<file path="config.mk">
export PLATFORM = sky130hd
export DESIGN_NAME = eals_core
export DESIGN_NICKNAME = d
export VERILOG_FILES = /design/src/shared/eals_pkg.sv /design/src/shared/eals_efa_if.sv /design/src/hdl/eals_efa_calc.sv /design/src/hdl/eals_core.sv
export SDC_FILE = /design/constraint.sdc
export NUM_CORES = 1
export LEC_CHECK = 0
export ABC_AREA = 1
export BUFFER_PORTS_ARGS = -buffer_cell sky130_fd_sc_hd__buf_2
export CAP_MARGIN = 0
export CELL_PAD_IN_SITES_DETAIL_PLACEMENT = 0
export CELL_PAD_IN_SITES_GLOBAL_PLACEMENT = 1
export CORE_ASPECT_RATIO = 2
export CORE_MARGIN = 1
export CORE_UTILIZATION = 25
export CTS_CLUSTER_DIAMETER = 200
export DETAILED_ROUTE_END_ITERATION = 12
export HOLD_SLACK_MARGIN = 0.05
export PLACE_DENSITY = 0.51
export SLEW_MARGIN = 20
export SYNTH_ARGS = -nofsm -noshare
export SYNTH_HDL_FRONTEND = slang
export SYNTH_SLANG_ARGS = --single-unit
</file>
<file path="constraint.sdc">
create_clock -name mclk -period 5.3 [get_ports mclk]
set_clock_uncertainty 0.1 [all_clocks]
set_input_delay 0.265 -clock mclk [delete_from_list [all_inputs] [get_ports mclk]]
set_output_delay 0.265 -clock mclk [all_outputs]
set_load 0.005 [all_outputs]
</file>
<file path="src/shared/eals_pkg.sv">
/*
  Constants, types and the instruction decoder for the effective-address,
  load and store block of a 16-bit word-addressed processor.
  Assumes a single 100 MHz clock and a core memory of up to 65,536 words.

  // Operation
  // - instructions are one or two words; first word from lower address
  // - long modes 0..3: immediate, direct, indirect, indirect pre-indexed
  // - long modes 4..7: field plus A, pointer plus X, plus X, plus P
  // - pointer word with sign set causes another level of indirection
  // - relative addressing uses P already pointing past the instruction
  // - short modes 00,01,10: direct, plus X, indirect over 0..1023
  // - short mode 11 adds signed displacement up to 511 to P
  // - io without memory is one word; with memory a second address word
  // - io modes 0..3: following word, or A, B, X directly
  // - io modes 4..7: direct, plus X, indirect, indirect then plus X
  // - single fixed point: sign plus 15 bits, two's complement
  // - double fixed point: sign plus 30 bits, second word sign zero
  // - single float: 22-bit mantissa, 8-bit exponent biased by 200 octal
  // - double float: 45-bit mantissa, 15-bit exponent, words 2,3 sign 0
  // - loads fill A, B or X; 3 cycles long, 2 cycles short
  // - stores write A, B or X to memory; 3 cycles long, 2 short
  // - double load: two words into A then B, in 4 cycles
  // - double store: A then B into two successive words
  // - effective-address load resolves all levels and writes X
  // - unimplemented memory: writes do nothing, reads give zero
*/
package eals_pkg;
    typedef logic [15:0] eals_word_t;

    localparam int SOP_HI   = 15;
    localparam int SOP_LO   = 12;
    localparam int SMODE_HI = 11;
    localparam int SMODE_LO = 10;
    localparam int SFLD_HI  = 9;
    localparam int SIGN_BIT = 15;
    localparam int PTR_HI   = 14;
    localparam int LSUB_HI  = 11;
    localparam int LSUB_LO  = 6;
    localparam int IODEV_HI = 5;
    localparam int IODEV_LO = 3;
    localparam int LMODE_HI = 2;
    localparam int BANK_HI  = 15;
    localparam int BANK_LO  = 12;

    // data formats: the block moves them as whole words, low-word sign kept
    localparam int DFIX_BITS  = 30;
    localparam int FLT_MANT   = 22;
    localparam logic [7:0] FLT_BIAS = 8'h80;
    localparam int DFLT_MANT  = 45;
    localparam int DFLT_EXP   = 15;

    localparam logic [3:0] SOP_LONG = 4'h0;
    localparam logic [3:0] SOP_LD_A  = 4'h1;
    localparam logic [3:0] SOP_LD_B  = 4'h2;
    localparam logic [3:0] SOP_LD_X  = 4'h3;
    localparam logic [3:0] SOP_ST_A  = 4'h4;
    localparam logic [3:0] SOP_ST_B  = 4'h5;
    localparam logic [3:0] SOP_ST_X  = 4'h6;
    localparam logic [5:0] LSUB_LD_A = 6'h01;
    localparam logic [5:0] LSUB_LD_B = 6'h02;
    localparam logic [5:0] LSUB_LD_X = 6'h03;
    localparam logic [5:0] LSUB_ST_A = 6'h04;
    localparam logic [5:0] LSUB_ST_B = 6'h05;
    localparam logic [5:0] LSUB_ST_X = 6'h06;
    localparam logic [5:0] LSUB_DBL_LD = 6'h07;
    localparam logic [5:0] LSUB_DBL_ST = 6'h08;
    localparam logic [5:0] LSUB_EA_LD  = 6'h09;
    localparam logic [5:0] LSUB_IO  = 6'h0a;

    localparam logic [15:0] P_RESET = 16'h0000;
    localparam int LONG_CYCLES  = 3;
    localparam int SHORT_CYCLES = 2;
    localparam int DBL_LD_CYCLES = 4;

    typedef enum logic [3:0] {
        OP_NOP, OP_LD_A, OP_LD_B, OP_LD_X, OP_ST_A, OP_ST_B, OP_ST_X,
        OP_DBL_LD, OP_DBL_ST, OP_EA_LD, OP_IO
    } eals_op_t;
    typedef enum logic [1:0] {FORM_SHORT, FORM_LONG, FORM_IO} eals_form_t;
    typedef enum logic [1:0] {K_EA, K_IND, K_IMM, K_REG} eals_kind_t;
    typedef enum logic [2:0] {
        S_FETCH = 3'h0, S_WORD2 = 3'h1, S_IND = 3'h3, S_OPER = 3'h2,
        S_OPER2 = 3'h6, S_BOOT = 3'h4
    } eals_state_t;

    typedef struct packed {
        eals_op_t   op;
        eals_form_t form;
        logic [2:0] mode;
    } eals_dec_t;

    function automatic eals_dec_t eals_decode(eals_word_t w);
        eals_dec_t d;
        d = '{op: OP_NOP, form: FORM_SHORT, mode: {1'b0, w[SMODE_HI:SMODE_LO]}};
        case (w[SOP_HI:SOP_LO])
            SOP_LONG: begin
                d.form = FORM_LONG;
                d.mode = w[LMODE_HI:0];
                case (w[LSUB_HI:LSUB_LO])
                    LSUB_LD_A: d.op = OP_LD_A;
                    LSUB_LD_B: d.op = OP_LD_B;
                    LSUB_LD_X: d.op = OP_LD_X;
                    LSUB_ST_A: d.op = OP_ST_A;
                    LSUB_ST_B: d.op = OP_ST_B;
                    LSUB_ST_X: d.op = OP_ST_X;
                    LSUB_DBL_LD: d.op = OP_DBL_LD;
                    LSUB_DBL_ST: d.op = OP_DBL_ST;
                    LSUB_EA_LD: d.op = OP_EA_LD;
                    LSUB_IO: begin
                        d.op = OP_IO;
                        d.form = FORM_IO;
                    end
                    default: d.op = OP_NOP;
                endcase
            end
            SOP_LD_A: d.op = OP_LD_A;
            SOP_LD_B: d.op = OP_LD_B;
            SOP_LD_X: d.op = OP_LD_X;
            SOP_ST_A: d.op = OP_ST_A;
            SOP_ST_B: d.op = OP_ST_B;
            SOP_ST_X: d.op = OP_ST_X;
            default: d.op = OP_NOP;
        endcase
        return d;
    endfunction
endpackage

</file>
<file path="src/shared/eals_efa_if.sv">
/*
  Carrier between the sequencer and the effective-address calculator.
  Assumes both ends sit on the same clock; the calculator is combinational.
*/
`timescale 1ns/100ps
`default_nettype none
interface eals_efa_if;
    import eals_pkg::*;
    eals_form_t form;
    logic [2:0] mode;
    eals_word_t field;
    eals_word_t reg_a;
    eals_word_t reg_b;
    eals_word_t reg_x;
    eals_word_t reg_p;
    eals_kind_t kind;
    eals_word_t ea;
    eals_word_t ptr;
    logic       post_x;
    modport seq  (output form, mode, field, reg_a, reg_b, reg_x, reg_p,
                  input kind, ea, ptr, post_x);
    modport calc (input form, mode, field, reg_a, reg_b, reg_x, reg_p,
                  output kind, ea, ptr, post_x);
endinterface
`default_nettype wire

</file>
<file path="src/hdl/eals_efa_calc.sv">
/*
  Effective-address calculator for short, long and io forms.
  Assumes reg_p already points past the instruction being executed.
*/
`timescale 1ns/100ps
`default_nettype none
module eals_efa_calc
    import eals_pkg::*;
(
    eals_efa_if.calc ef
);
    eals_word_t sfld;
    eals_word_t srel;

    assign sfld = {6'h00, ef.field[SFLD_HI:0]};
    assign srel = {{6{ef.field[SFLD_HI]}}, ef.field[SFLD_HI:0]};

    always_comb begin
        ef.kind   = K_EA;
        ef.ea     = ef.field;
        ef.ptr    = ef.field;
        ef.post_x = 1'b0;
        case (ef.form)
            FORM_SHORT: begin
                case (ef.mode[1:0])
                    2'h0: ef.ea = sfld;
                    2'h1: ef.ea = sfld + ef.reg_x;
                    2'h2: begin
                        ef.kind = K_IND;
                        ef.ptr  = sfld;
                    end
                    default: ef.ea = ef.reg_p + srel;
                endcase
            end
            FORM_LONG: begin
                case (ef.mode)
                    3'h0: ef.kind = K_IMM;
                    3'h1: ef.ea = ef.field;
                    3'h2: ef.kind = K_IND;
                    3'h3: begin
                        ef.kind = K_IND;
                        ef.ptr  = ef.field + ef.reg_x;
                    end
                    3'h4: ef.ea = ef.field + ef.reg_a;
                    3'h5: begin
                        ef.kind   = K_IND;
                        ef.post_x = 1'b1;
                    end
                    3'h6: ef.ea = ef.field + ef.reg_x;
                    default: ef.ea = ef.field + ef.reg_p;
                endcase
            end
            default: begin
                case (ef.mode)
                    3'h0: ef.kind = K_IMM;
                    3'h1: begin
                        ef.kind = K_REG;
                        ef.ea   = ef.reg_a;
                    end
                    3'h2: begin
                        ef.kind = K_REG;
                        ef.ea   = ef.reg_b;
                    end
                    3'h3: begin
                        ef.kind = K_REG;
                        ef.ea   = ef.reg_x;
                    end
                    3'h4: ef.ea = ef.field;
                    3'h5: ef.ea = ef.field + ef.reg_x;
                    3'h6: ef.kind = K_IND;
                    default: begin
                        ef.kind   = K_IND;
                        ef.post_x = 1'b1;
                    end
                endcase
            end
        endcase
    end
endmodule
`default_nettype wire

</file>
<file path="src/hdl/eals_core.sv">
/*
  Sequencer for load, store, double-word, effective-address and io
  memory-reference instructions.  One state is one memory cycle.
  Assumes a core memory on mclk whose reads are combinational: a read strobed in one cycle
  presents its word on mem_rdata in that same cycle.  mem_banks is a static
  strap giving how many 4096-word banks are fitted.
*/
`timescale 1ns/100ps
`default_nettype none
module eals_core
    import eals_pkg::*;
(
    input  wire logic        mclk,
    input  wire logic        rst_b,
    input  wire logic [15:0] mem_rdata,
    input  wire logic [4:0]  mem_banks,
    output var  logic        mem_rd,
    output var  logic        mem_wr,
    output var  logic [15:0] mem_addr,
    output var  logic [15:0] mem_wdata,
    output var  logic        io_stb,
    output var  logic [2:0]  io_dev,
    output var  logic [15:0] io_data,
    output var  logic [15:0] reg_a,
    output var  logic [15:0] reg_b,
    output var  logic [15:0] reg_x,
    output var  logic [15:0] reg_p
);
    typedef struct packed {
        eals_state_t st;
        eals_op_t    op;
        eals_form_t  form;
        logic [2:0]  mode;
        eals_word_t  ea;
        eals_word_t  a;
        eals_word_t  b;
        eals_word_t  x;
        eals_word_t  p;
        logic        post_x;
        logic        rd;
        logic        wr;
        logic        hit;
        eals_word_t  addr;
        eals_word_t  wdata;
        logic        iostb;
        logic [2:0]  iodev;
        eals_word_t  iodata;
        logic [4:0]  bank_s1;
        logic [4:0]  bank_s2;
        logic [1:0]  boot;
    } eals_core_t;

    localparam eals_core_t CORE_RESET = '{
        st: S_BOOT, op: OP_NOP, form: FORM_SHORT, mode: 3'h0,
        ea: 16'h0000, a: 16'h0000, b: 16'h0000, x: 16'h0000, p: P_RESET,
        post_x: 1'b0, rd: 1'b0, wr: 1'b0, hit: 1'b0, addr: 16'h0000,
        wdata: 16'h0000, iostb: 1'b0, iodev: 3'h0, iodata: 16'h0000,
        bank_s1: 5'h00, bank_s2: 5'h00, boot: 2'h0};

    logic [1:0]  rst_sync_q;
    logic        rst_n;
    eals_core_t  s_q;
    eals_core_t  n;
    eals_word_t  rdat;
    eals_dec_t   dec;
    logic        need_w2;
    logic        is_read;
    logic        go_fetch;
    logic        do_res;
    logic        res_imm;
    logic        take_op;
    eals_word_t  res_ea;
    eals_efa_if  efa ();

    eals_efa_calc u_efa (
        .ef (efa.calc)
    );

    always_ff @(posedge mclk or negedge rst_b) begin
        if (!rst_b) begin
            rst_sync_q <= 2'h0;
        end else begin
            rst_sync_q <= {rst_sync_q[0], 1'b1};
        end
    end
    assign rst_n = rst_sync_q[1];

    // a word from an absent bank reads as zero
    assign rdat = s_q.hit ? mem_rdata : 16'h0000;
    assign dec  = eals_decode(rdat);
    assign need_w2 = (dec.form == FORM_LONG) ||
                     ((dec.form == FORM_IO) &&
                      ((dec.mode == 3'h0) || dec.mode[LMODE_HI]));
    assign is_read = (s_q.op == OP_LD_A) || (s_q.op == OP_LD_B) ||
                     (s_q.op == OP_LD_X) || (s_q.op == OP_DBL_LD) ||
                     (s_q.op == OP_IO);

    assign efa.form  = (s_q.st == S_FETCH) ? dec.form : s_q.form;
    assign efa.mode  = (s_q.st == S_FETCH) ? dec.mode : s_q.mode;
    assign efa.field = rdat;
    assign efa.reg_a = s_q.a;
    assign efa.reg_b = s_q.b;
    assign efa.reg_x = s_q.x;
    assign efa.reg_p = s_q.p;

    always_comb begin
        n          = s_q;
        n.rd       = 1'b0;
        n.wr       = 1'b0;
        n.iostb    = 1'b0;
        n.bank_s1  = mem_banks;
        n.bank_s2  = s_q.bank_s1;
        go_fetch   = 1'b0;
        do_res     = 1'b0;
        res_imm    = 1'b0;
        take_op    = 1'b0;
        res_ea     = 16'h0000;
        case (s_q.st)
            S_BOOT: begin
                // first fetch waits until the bank strap is through both flops
                n.boot   = {s_q.boot[0], 1'b1};
                go_fetch = s_q.boot[1];
            end
            S_FETCH: begin
                n.op   = dec.op;
                n.form = dec.form;
                n.mode = dec.mode;
                n.iodev = rdat[IODEV_HI:IODEV_LO];
                if (dec.op == OP_NOP) begin
                    go_fetch = 1'b1;
                end else if (need_w2) begin
                    // second word sits at the next higher address
                    n.st   = S_WORD2;
                    n.rd   = 1'b1;
                    n.addr = s_q.p;
                    n.p    = s_q.p + 16'h0001;
                end else if (efa.kind == K_REG) begin
                    n.iostb  = 1'b1;
                    n.iodata = efa.ea;
                    go_fetch = 1'b1;
                end else if (efa.kind == K_IND) begin
                    n.st     = S_IND;
                    n.rd     = 1'b1;
                    n.addr   = efa.ptr;
                    n.post_x = efa.post_x;
                end else begin
                    do_res = 1'b1;
                    res_ea = efa.ea;
                end
            end
            S_WORD2: begin
                if (efa.kind == K_IND) begin
                    n.st     = S_IND;
                    n.rd     = 1'b1;
                    n.addr   = efa.ptr;
                    n.post_x = efa.post_x;
                end else if (efa.kind == K_IMM) begin
                    // immediate operand is the second word itself
                    do_res  = 1'b1;
                    res_imm = 1'b1;
                    res_ea  = s_q.p - 16'h0001;
                end else begin
                    do_res = 1'b1;
                    res_ea = efa.ea;
                end
            end
            S_IND: begin
                if (rdat[SIGN_BIT]) begin
                    // one more level; the sign bit is never part of an address
                    n.rd   = 1'b1;
                    n.addr = {1'b0, rdat[PTR_HI:0]};
                end else begin
                    do_res = 1'b1;
                    res_ea = {1'b0, rdat[PTR_HI:0]} +
                             (s_q.post_x ? s_q.x : 16'h0000);
                end
            end
            S_OPER: begin
                if (s_q.op == OP_DBL_ST) begin
                    n.st    = S_OPER2;
                    n.wr    = 1'b1;
                    n.addr  = s_q.ea + 16'h0001;
                    n.wdata = s_q.b;
                end else if (is_read) begin
                    take_op = 1'b1;
                end else begin
                    go_fetch = 1'b1;
                end
            end
            S_OPER2: begin
                if (s_q.op == OP_DBL_LD) begin
                    n.b = rdat;
                end
                go_fetch = 1'b1;
            end
            default: go_fetch = 1'b1;
        endcase

        if (do_res) begin
            n.ea = res_ea;
            case (n.op)
                OP_EA_LD: begin
                    n.x      = res_imm ? rdat : res_ea;
                    go_fetch = 1'b1;
                end
                OP_ST_A, OP_ST_B, OP_ST_X, OP_DBL_ST: begin
                    n.st   = S_OPER;
                    n.wr   = 1'b1;
                    n.addr = res_ea;
                    n.wdata = (n.op == OP_ST_B) ? s_q.b :
                              (n.op == OP_ST_X) ? s_q.x : s_q.a;
                end
                default: begin
                    if (res_imm) begin
                        take_op = 1'b1;
                    end else begin
                        n.st   = S_OPER;
                        n.rd   = 1'b1;
                        n.addr = res_ea;
                    end
                end
            endcase
        end

        if (take_op) begin
            case (n.op)
                OP_LD_A: n.a = rdat;
                OP_LD_B: n.b = rdat;
                OP_LD_X: n.x = rdat;
                OP_DBL_LD: begin
                    n.a    = rdat;
                    n.st   = S_OPER2;
                    n.rd   = 1'b1;
                    n.addr = n.ea + 16'h0001;
                end
                OP_IO: begin
                    n.iostb  = 1'b1;
                    n.iodata = rdat;
                end
                default: n.iostb = 1'b0;
            endcase
            go_fetch = (n.op != OP_DBL_LD);
        end

        if (go_fetch) begin
            n.st   = S_FETCH;
            n.rd   = 1'b1;
            n.addr = n.p;
            n.p    = n.p + 16'h0001;
        end

        // an absent bank swallows the write and answers reads with zero
        n.hit = ({1'b0, n.addr[BANK_HI:BANK_LO]} < s_q.bank_s2);
        n.wr  = n.wr & n.hit;
    end

    always_ff @(posedge mclk or negedge rst_n) begin
        if (!rst_n) begin
            s_q <= CORE_RESET;
        end else begin
            s_q <= n;
        end
    end

    assign mem_rd    = s_q.rd;
    assign mem_wr    = s_q.wr;
    assign mem_addr  = s_q.addr;
    assign mem_wdata = s_q.wdata;
    assign io_stb    = s_q.iostb;
    assign io_dev    = s_q.iodev;
    assign io_data   = s_q.iodata;
    assign reg_a     = s_q.a;
    assign reg_b     = s_q.b;
    assign reg_x     = s_q.x;
    assign reg_p     = s_q.p;
endmodule
`default_nettype wire

</file>
Yosys cells after proc, flatten, opt, wreduce, memory -nomap -nowiden
Cells that the tools add are included.
Word-level totals
  register bits: 162
  input bits: 23
  output and inout bits: 118
Cells by class
  add/subtract/negate cells: 11
  order comparisons: 1
  equality and inequality tests: 55
  mux-type cells: 122
  bitwise gates (word level): 1
  reduce and logical (&&, ||, !) cells: 27
Operators by type and width (count)
  16-bit two-way mux: 40
  16-bit one-hot mux with 3 select lines: 3
  16-bit one-hot mux with 4 select lines: 2
  32-bit two-way mux: 3
  16-bit one-hot mux with 2 select lines: 3
  16-bit by 1-bit adder with 16-bit output (second input constant): 4
  16-bit adder: 4
  4-bit one-hot mux with 10 select lines: 1
  1-bit two-way mux: 38
  3-bit two-way mux: 11
  4-bit by 3-bit == test with 1-bit output (second input constant): 8
  4-bit one-hot mux with 7 select lines: 1
  4-bit by 2-bit == test with 1-bit output (second input constant): 6
  6-bit by 3-bit == test with 1-bit output (second input constant): 4
  4-bit == test (second input constant): 5
  20-bit two-way mux: 1
  6-bit by 4-bit == test with 1-bit output (second input constant): 3
  18-bit two-way mux: 1
  10-bit by 16-bit adder with 16-bit output: 1
  15-bit by 16-bit adder with 16-bit output: 1
  16-bit by 1-bit subtractor with 16-bit output (second input constant): 1
  3-bit == test (second input constant): 5
  3-bit by 2-bit == test with 1-bit output (second input constant): 4
  4-bit by 1-bit == test with 1-bit output (second input constant): 3
  32 further kinds: 64

Longest topological paths before layout
Gate-level depths: netlist (run 1).
  depth in word-level cells: 23
  mapped depth: 46

Modules after synthesis
Synthesis (run 1) repeated with hierarchy kept, for this count alone.
Unflattened totals
  cell total of the unflattened synthesis: 2810
  area, all modules: 17883.4 um^2
By module, submodules not included
  eals_core: instances 1, cells each 1863, area each 12998.7 um^2, seq. area each 4055.1 um^2
  eals_efa_calc: instances 1, cells each 947, area each 4884.7 um^2, seq. area each 0.0 um^2

Worst setup path after synthesis (run 1)
No wires, ideal clock.
  path type: reg-to-reg
  from: register s_q[64] (netlist bit)
  to: register s_q[64] (netlist bit)
  setup time: 0.116 ns
  arrival time: 4.698 ns
  required time: 5.084 ns
  setup slack: 0.385 ns
  cell stages (with the launch flop): 37
  path buffers: 4
  path through: dfrtp_1 -> buf_6 -> buf_12 -> nand2_4 -> nand2_4 -> nor2_8 -> nand3_2 -> nand2_4 -> buf_2 -> nand3_1 -> clkbuf_1 -> nand2_1 -> o21ai_0 -> ha_1 -> fa_1 -> o21ai_1 -> a21oi_1 -> o21ai_1 -> a21oi_1 -> nand2_1 -> nand3_1 -> nor2_2 -> inv_1 -> ha_1 -> nand2_1 -> nor2_2 -> nand3_2 -> nor2_1 -> nand2_1 -> a211oi_1 -> nor2_1 -> ha_1 -> a21oi_1 -> o22ai_1 -> inv_1 -> nand2_1 -> inv_1
RTL lines
  start: declaration: RTL line eals_core.sv:62  | eals_core_t s_q;
  start signal: assignment: RTL line eals_core.sv:261  | s_q <= n;

==> summary.txt, run 1 <==
outcome -> complete, no violations
Max VDD drop -> 0.0003831 V
I/O Buffers -> 140
mux contribution to synthesized area -> 0%
post-route clock period utilization -> 97.61%
Post-route DRC -> 0
CTS sink cnt -> 162
RD Place Congestion -> 1.044
Total Routing Usage GR -> 33.68%
first-pass iteration count of the detailed router -> 5
Async S/R FF share, synth -> 100.0%
Main synth FF type -> dfrtp_1
Detail Route Antenna Nets -> 0
f_max -> 0.1933 GHz
Netlist Area Pre-Place -> 17000 um^2
Adder-Cell Fraction of Synth Area -> 5.697%
largest net degree at the start of global routing -> 76
Max Cap Violations -> 0
Worst Path Required -> 5.64 ns
post-DP HPWL -> 96640 um
Hold Vio Cnt, Final -> 0
Final Setup Violations -> 0
crit-path max cell delay -> 0.46 ns
Worst slew margin -> 39.37%
Buf+Inv Stages, Crit Path -> 10
layout cells sized above 1 -> 29.96%
Placed Area -> 20330 um^2
die area -> 69110 um^2
Pleak -> 10.91 nW
total congestion overflow -> 0
sequential area share after synthesis -> 23.85%
WS Path Type -> reg2reg
Crit-path slowest cell -> dfrtp_2
PwrDens -> 685.5 nW/um^2
initial antenna violation count -> 2
Final WS setup -> 0.1266 ns
Min-Delay Path Class -> reg2async
site row count -> 134
sequential cell area -> 4060 um^2
DR WL/cell -> 30.69 um
CTS tree -> built
critical path's top delay family -> simple AND/OR/NAND/NOR gates
Synth Area in Simple Gates -> 31.29%
post-synth cell types -> 73
first-pass GRT wire length -> 159900 um
FF+latch count, synth -> 162
clk root buf -> clkbuf_16
Design Power -> 15.19 mW
Layout Nets -> 2989
# IOs -> 141
setup TNS -> 0 ns
RSZ-0062 raised after global routing -> yes
yosys synthesis warning count -> 0
Die H -> 370.8 um
via/cell ratio -> 5.248
final instance area -> 22160 um^2
multi-input logic area -> 11310 um^2
Final min period -> 5.173 ns
Register-to-Register Setup Slack -> 0.13 ns
H-tree levels -> 4
via count -> 19880
CTS buffer count -> 17
post-layout util -> 33.04%
DRT Wirelength -> 116300 um
EDFF count, synth -> 0
Layout area overhead -> 30.34%
initial DRC count -> 1468
cell mode on critical path -> nand2_2
Die W -> 186.4 um
area share of the largest cell type after synthesis -> 23.70%
startpoint types -> register
worst skew pair latency -> 0.51 ns
cells after synthesis -> 2540
vias in the first global route -> 20490
core area -> 67060 um^2
Slew Limit Fails -> 0
largest family of logic cells by synthesized area -> simple AND/OR/NAND/NOR gates
Clk pin slew, worst setup/hold paths -> 0.08 ns
pre-CTS WS -> -0.5558 ns
Synth area leaders -> dfrtp_1, nand2_1, o21ai_0
CP max FO -> 7
Post-Synth XOR/XNOR Area -> 3.621%
Initial Util -> 25.35%
leading area contributor after synthesis -> dfrtp_1
Compound-Gate Fraction of Synth Area -> 21.36%
worst slew pin tran -> 0.9026 ns
syn avg cell area -> 6.693 um^2
Layout fillers -> 7541
Worst Path Arrival -> 5.52 ns
critical path endpoint category -> register
clk buf depth -> 2
Syn Nets -> 2638
cell usage after synthesis, types with 7 or more instances:
cell and number:
nand2_1 615, o21ai_0 259, inv_1 252, a21oi_1 171
nor2_1 163, dfrtp_1 161, nand3_1 151, buf_4 120
ha_1 71, o211ai_1 60, clkbuf_1 51, nand4_1 36
xor2_1 36, nand2_2 27, xnor2_1 25, nor3_1 24
a31oi_1 23, buf_2 22, nand2_4 22, a221oi_1 21
nor2_2 19, inv_2 18, a22oi_1 13, nand3_2 11
o22ai_1 11, buf_6 8, nor2_4 8, o21ai_1 8
o221ai_1 8, a21boi_0 7, nand2_8 7, o2111ai_1 7
timing repair:
action,in CTS,in global routing
setup buffers,13,22
pin swaps,23,90
endpoints found under the setup margin,2,2
gates cloned,2,0
endpoints found under the hold margin,7,0
hold buffers,7,0
gates resized for setup,84,133
registers in the layout (all words and copies together) (netlist names):
register	cells
io_data	16
io_dev	3
io_stb	1
mem_addr	16
mem_rd	1
mem_wdata	16
mem_wr	1
n	5
reg_a	16
reg_b	16
reg_p	16
reg_x	16
rst_sync_q	2
s_q	37
per-layer routing:
layer | GRT usage, % | part of all wire [%]
met1 | 31.21 | 32
met2 | 62.11 | 52
met3 | 4.475 | 3.9
met4 | 34.19 | 12
met5 | 0 | 0.016
metrics by stage:
| step | instances | hold slack, ns |
|---|---|---|
| after floorplan | 2540 | -0.1306 |
| after global placement | 3712 | -0.04811 |
| after detailed placement | 3712 | -0.04804 |
| after CTS | 3766 | 0.1832 |
| after global routing | 3788 | 0.2130 |
| final | 3789 | 0.1765 |
where the power goes:
part / internal (mW) / switching [mW] / total [mW]
clock network: 0.694 / 0.717 / 1.41
registers: 1.64 / 0.534 / 2.18
logic: 4.10 / 7.50 / 11.6
cells in the final DEF, fill, tap and decap left out, types with 23 or more instances in the layout:
master | Yosys | routed
a21oi_1 | 171 | 154
nand4_1 | 36 | 36
nand2_4 | 22 | 26
o21ai_0 | 259 | 236
buf_4 | 120 | 368
ha_1 | 71 | 62
inv_1 | 252 | 244
nor2_2 | 19 | 30
buf_2 | 22 | 140
nand2_1 | 615 | 578
nand3_1 | 151 | 123
o211ai_1 | 60 | 60
a31oi_1 | 23 | 23
inv_2 | 18 | 24
xor2_1 | 36 | 34
dfrtp_1 | 161 | 159
nand2_2 | 27 | 60
nand3_2 | 11 | 30
nor2_1 | 163 | 145
cell families after synthesis:
family / after synthesis
AND/OR/NAND/NOR: 1124
AO/OA/AOI/OAI: 623
buffers and inverters: 489
flip-flops: 162
adder cells (fa/ha/maj): 75
XOR/XNOR: 66
other: 1
cell type report:
cell class              instances  share of cell area (%)
diodes                          1                 0.01129
well taps                     884                   4.992
repair buffers                541                   17.99
flip-flops and latches        162                   18.32
clock buffers                  18                   1.982
inverters                     280                   4.834
clock inverters                14                  0.8131
multi-input cells            1889                   51.06
final timing paths:
check,start,endpoint,cells after the start
max,s_q[64],mem_wr,40
min,rst_sync_q[1],reg_p[10],0
max reg2reg,s_q[64],mem_wr,40
min reg2reg,rst_sync_q[1],reg_p[10],0
max in group asynchronous,rst_sync_q[1],reg_b[9],1
min in group mclk,mem_rdata[11],reg_x[11],4
Note: power is estimated with default switching activity, not from simulation.
==> inputs of run 2 (changes only) <==
- CTS_BUF_LIST: unset -> sky130_fd_sc_hd__clkbuf_16
- PLACE_DENSITY: 0.51 -> 0.52
- SYNTH_HIERARCHICAL: unset -> 1
==> summary.txt, run 2 <==
CP max FO -> 6
final instance area -> 24330 um^2
Largest Register -> s_q
crit-path max cell delay -> 0.74 ns
CTS buffer count -> 17
DRT Wirelength -> 116600 um
post-synth cell types -> 70
worst skew pair latency -> 0.54 ns
Clk pin slew, worst setup/hold paths -> 0.08 ns
Die H -> 380.2 um
Max Cap Violations -> 0
FF+latch count, synth -> 162
H-tree levels -> 4
critical path endpoint category -> register
clk root buf -> clkbuf_16
Pint -> 7.948 mW
max reg flops -> 37
core area -> 70790 um^2
layout cells sized above 1 -> 30.55%
Worst Path Arrival -> 5.85 ns
area share of the largest cell type after synthesis -> 22.53%
most common cell after layout, fill and taps aside -> nand2_1
Layout area overhead -> 36.05%
DR WL/cell -> 27.55 um
Main synth FF type -> dfrtp_1
critical path's top delay family -> compound AO/OA/AOI/OAI gates
Layout Nets -> 3401
cells after synthesis -> 2810
failing checks -> negative setup slack
Total Routing Usage GR -> 32.32%
site row count -> 138
Final min period -> 5.488 ns
post-DP HPWL -> 96400 um
RD Place Congestion -> 1.029
CTS sink cnt -> 162
Min-Delay Path Class -> reg2async
Post-route DRC -> 0
Die W -> 191.1 um
Placed Area -> 22330 um^2
largest family of logic cells by synthesized area -> simple AND/OR/NAND/NOR gates
Crit-path slowest cell -> o311ai_1
initial antenna violation count -> 6
hold slack -> 0.1897 ns
Adder-Cell Fraction of Synth Area -> 5.205%
Initial Util -> 25.26%
# IOs -> 141
Async S/R FF share, synth -> 100.0%
f_max -> 0.1822 GHz
count leader, synth -> nand2_1
sequential area share after synthesis -> 22.68%
first-pass GRT wire length -> 162100 um
EDFF count, synth -> 0
Pleak -> 12.14 nW
sw power -> 10.12 mW
clk buf depth -> 2
startpoint types -> register
Final Setup Violations -> 2
Worst Path Required -> 5.66 ns
I/O Buffers -> 140
WS Path Type -> reg2reg
Buf+Inv Stages, Crit Path -> 10
Comb pwr share -> 78.5%
PwrDens -> 742.7 nW/um^2
yosys synthesis warning count -> 6
Syn Nets -> 2905
initial DRC count -> 1655
Slew Limit Fails -> 0
sw frac -> 56.02%
Final WS setup -> -0.1877 ns
largest net degree at the start of global routing -> 130
Worst slew margin -> 31.79%
post-route clock period utilization -> 103.5%
Post-Synth XOR/XNOR Area -> 2.973%
syn avg cell area -> 6.364 um^2
most frequent cells in the layout -> nand2_1, buf_4, inv_1
via count -> 21660
die area -> 72670 um^2
Netlist Area Pre-Place -> 17880 um^2
mux contribution to synthesized area -> 0.9025%
Post-synth top cells -> nand2_1, inv_1, o21ai_0
Compound-Gate Fraction of Synth Area -> 20.91%
RSZ-0062 raised after global routing -> yes
total congestion overflow -> 0
CTS tree -> built
first-pass iteration count of the detailed router -> 5
sequential share of power -> 13.6%
Max VDD drop -> 0.0003690 V
Synth area leaders -> dfrtp_1, nand2_1, o21ai_0
Hold Vio Cnt, Final -> 0
worst slew pin tran -> 1.023 ns
Synth Area in Simple Gates -> 31.93%
via/cell ratio -> 5.118
Detail Route Antenna Nets -> 0
clock power share -> 7.9%
leading area contributor after synthesis -> dfrtp_1
outcome -> complete, but fails checks
Layout fillers -> 7885
vias in the first global route -> 21870
run 2: changes by cell type in the layout (fill, tap and decap cells not counted), moves of 21 or more:
cell	previous run	this run
nand2_1	578	652
a211oi_1	2	32
nor2_1	145	183
buf_4	368	506
a21oi_1	154	175
inv_1	244	318
o21ai_1	19	49
o211ai_1	60	31
nand3_1	123	178
run 2: through the flow:
step	TNS [ns]	util (%)	worst slack [ns]	power (mW)	cells
floorplan	-0.1516	-	-0.07629	8.927	2810
global placement	-1.536	31.54	-0.7649	15.31	4137
detailed placement	-1.460	31.54	-0.7287	15.28	4137
CTS	-0.01533	33.97	-0.01533	17.61	4217
global route	-1.064	34.36	-0.4840	19.05	4229
finish	-0.3601	34.37	-0.1877	18.07	4232
run 2: power groups by stage:
stage	registers [mW]	clock network, mW	logic, mW
floorplan	2.15	0	6.77
global placement	2.46	0	12.9
detailed placement	2.45	0	12.8
CTS	2.44	1.47	13.7
global route	2.49	1.50	15.1
finish	2.45	1.43	14.2
run 2: final timing paths:
kind,start,endpoint,slack (ns),cells past startpoint
worst max register to register,s_q[157],mem_wr,-0.19,31
max in group asynchronous,rst_sync_q[1],mem_wdata[0],3.64,1
worst max-delay path,s_q[157],mem_wr,-0.19,31
min in group mclk,mem_rdata[11],reg_a[11],0.19,4
worst min register to register,rst_sync_q[1],s_q[133],0.19,0
worst min-delay path,rst_sync_q[1],s_q[133],0.19,0
run 2: per-layer routing:
| metal | track usage, % | part of all wire, % | vias to the layer above |
|---|---|---|---|
| met5 | 0 | 0.022 | - |
| met4 | 32.69 | 12 | 4 |
| met3 | 3.791 | 3.6 | 337 |
| met2 | 58.23 | 51 | 856 |
| met1 | 30.49 | 33 | 10280 |
| li1 | - | - | 10180 |
run 2: final cells by class:
cell class                 count  area, um^2  share of cell area, %
multi-input combinational   2068       11950                  49.11
timing repair buffer         683        5087                  20.91
sequential                   162        4059                  16.68
tap                          910        1139                  4.680
inverter                     374        1458                  5.991
clock buffer                  17       425.4                  1.749
antenna                        3       7.507                0.03086
clock inverter                15       206.4                 0.8485
run 2: cell families (layout without fill, tap and decap cells):
logic type | Yosys count | in the layout
simple gates | 1261 | 1261
mux | 15 | 15
buf+inv | 580 | 1089
compound gates | 660 | 660
other cells | 1 | 4
flops | 162 | 162
fa+ha+maj | 72 | 72
xor+xnor | 59 | 59
run 2: timing repair:
| action | CTS | global route |
|---|---|---|
| hold endpoints to repair | 7 | 0 |
| pin swaps | 98 | 64 |
| buffers inserted | 38 | 12 |
| endpoints found under the setup margin | 6 | 16 |
| cloned | 3 | 0 |
| hold buffers | 7 | 0 |
| gates resized for setup | 184 | 49 |
run 2: worst register-to-register path, delay by kind of cell, from the launching register on:
kind                       cells  cell delay (ns)
buffers and inverters         10             1.39
and+or+nand+nor               11             1.37
AOI/OAI and AO/OA              8             1.87
adders and majority gates      2             0.31
DFF                            1             0.40
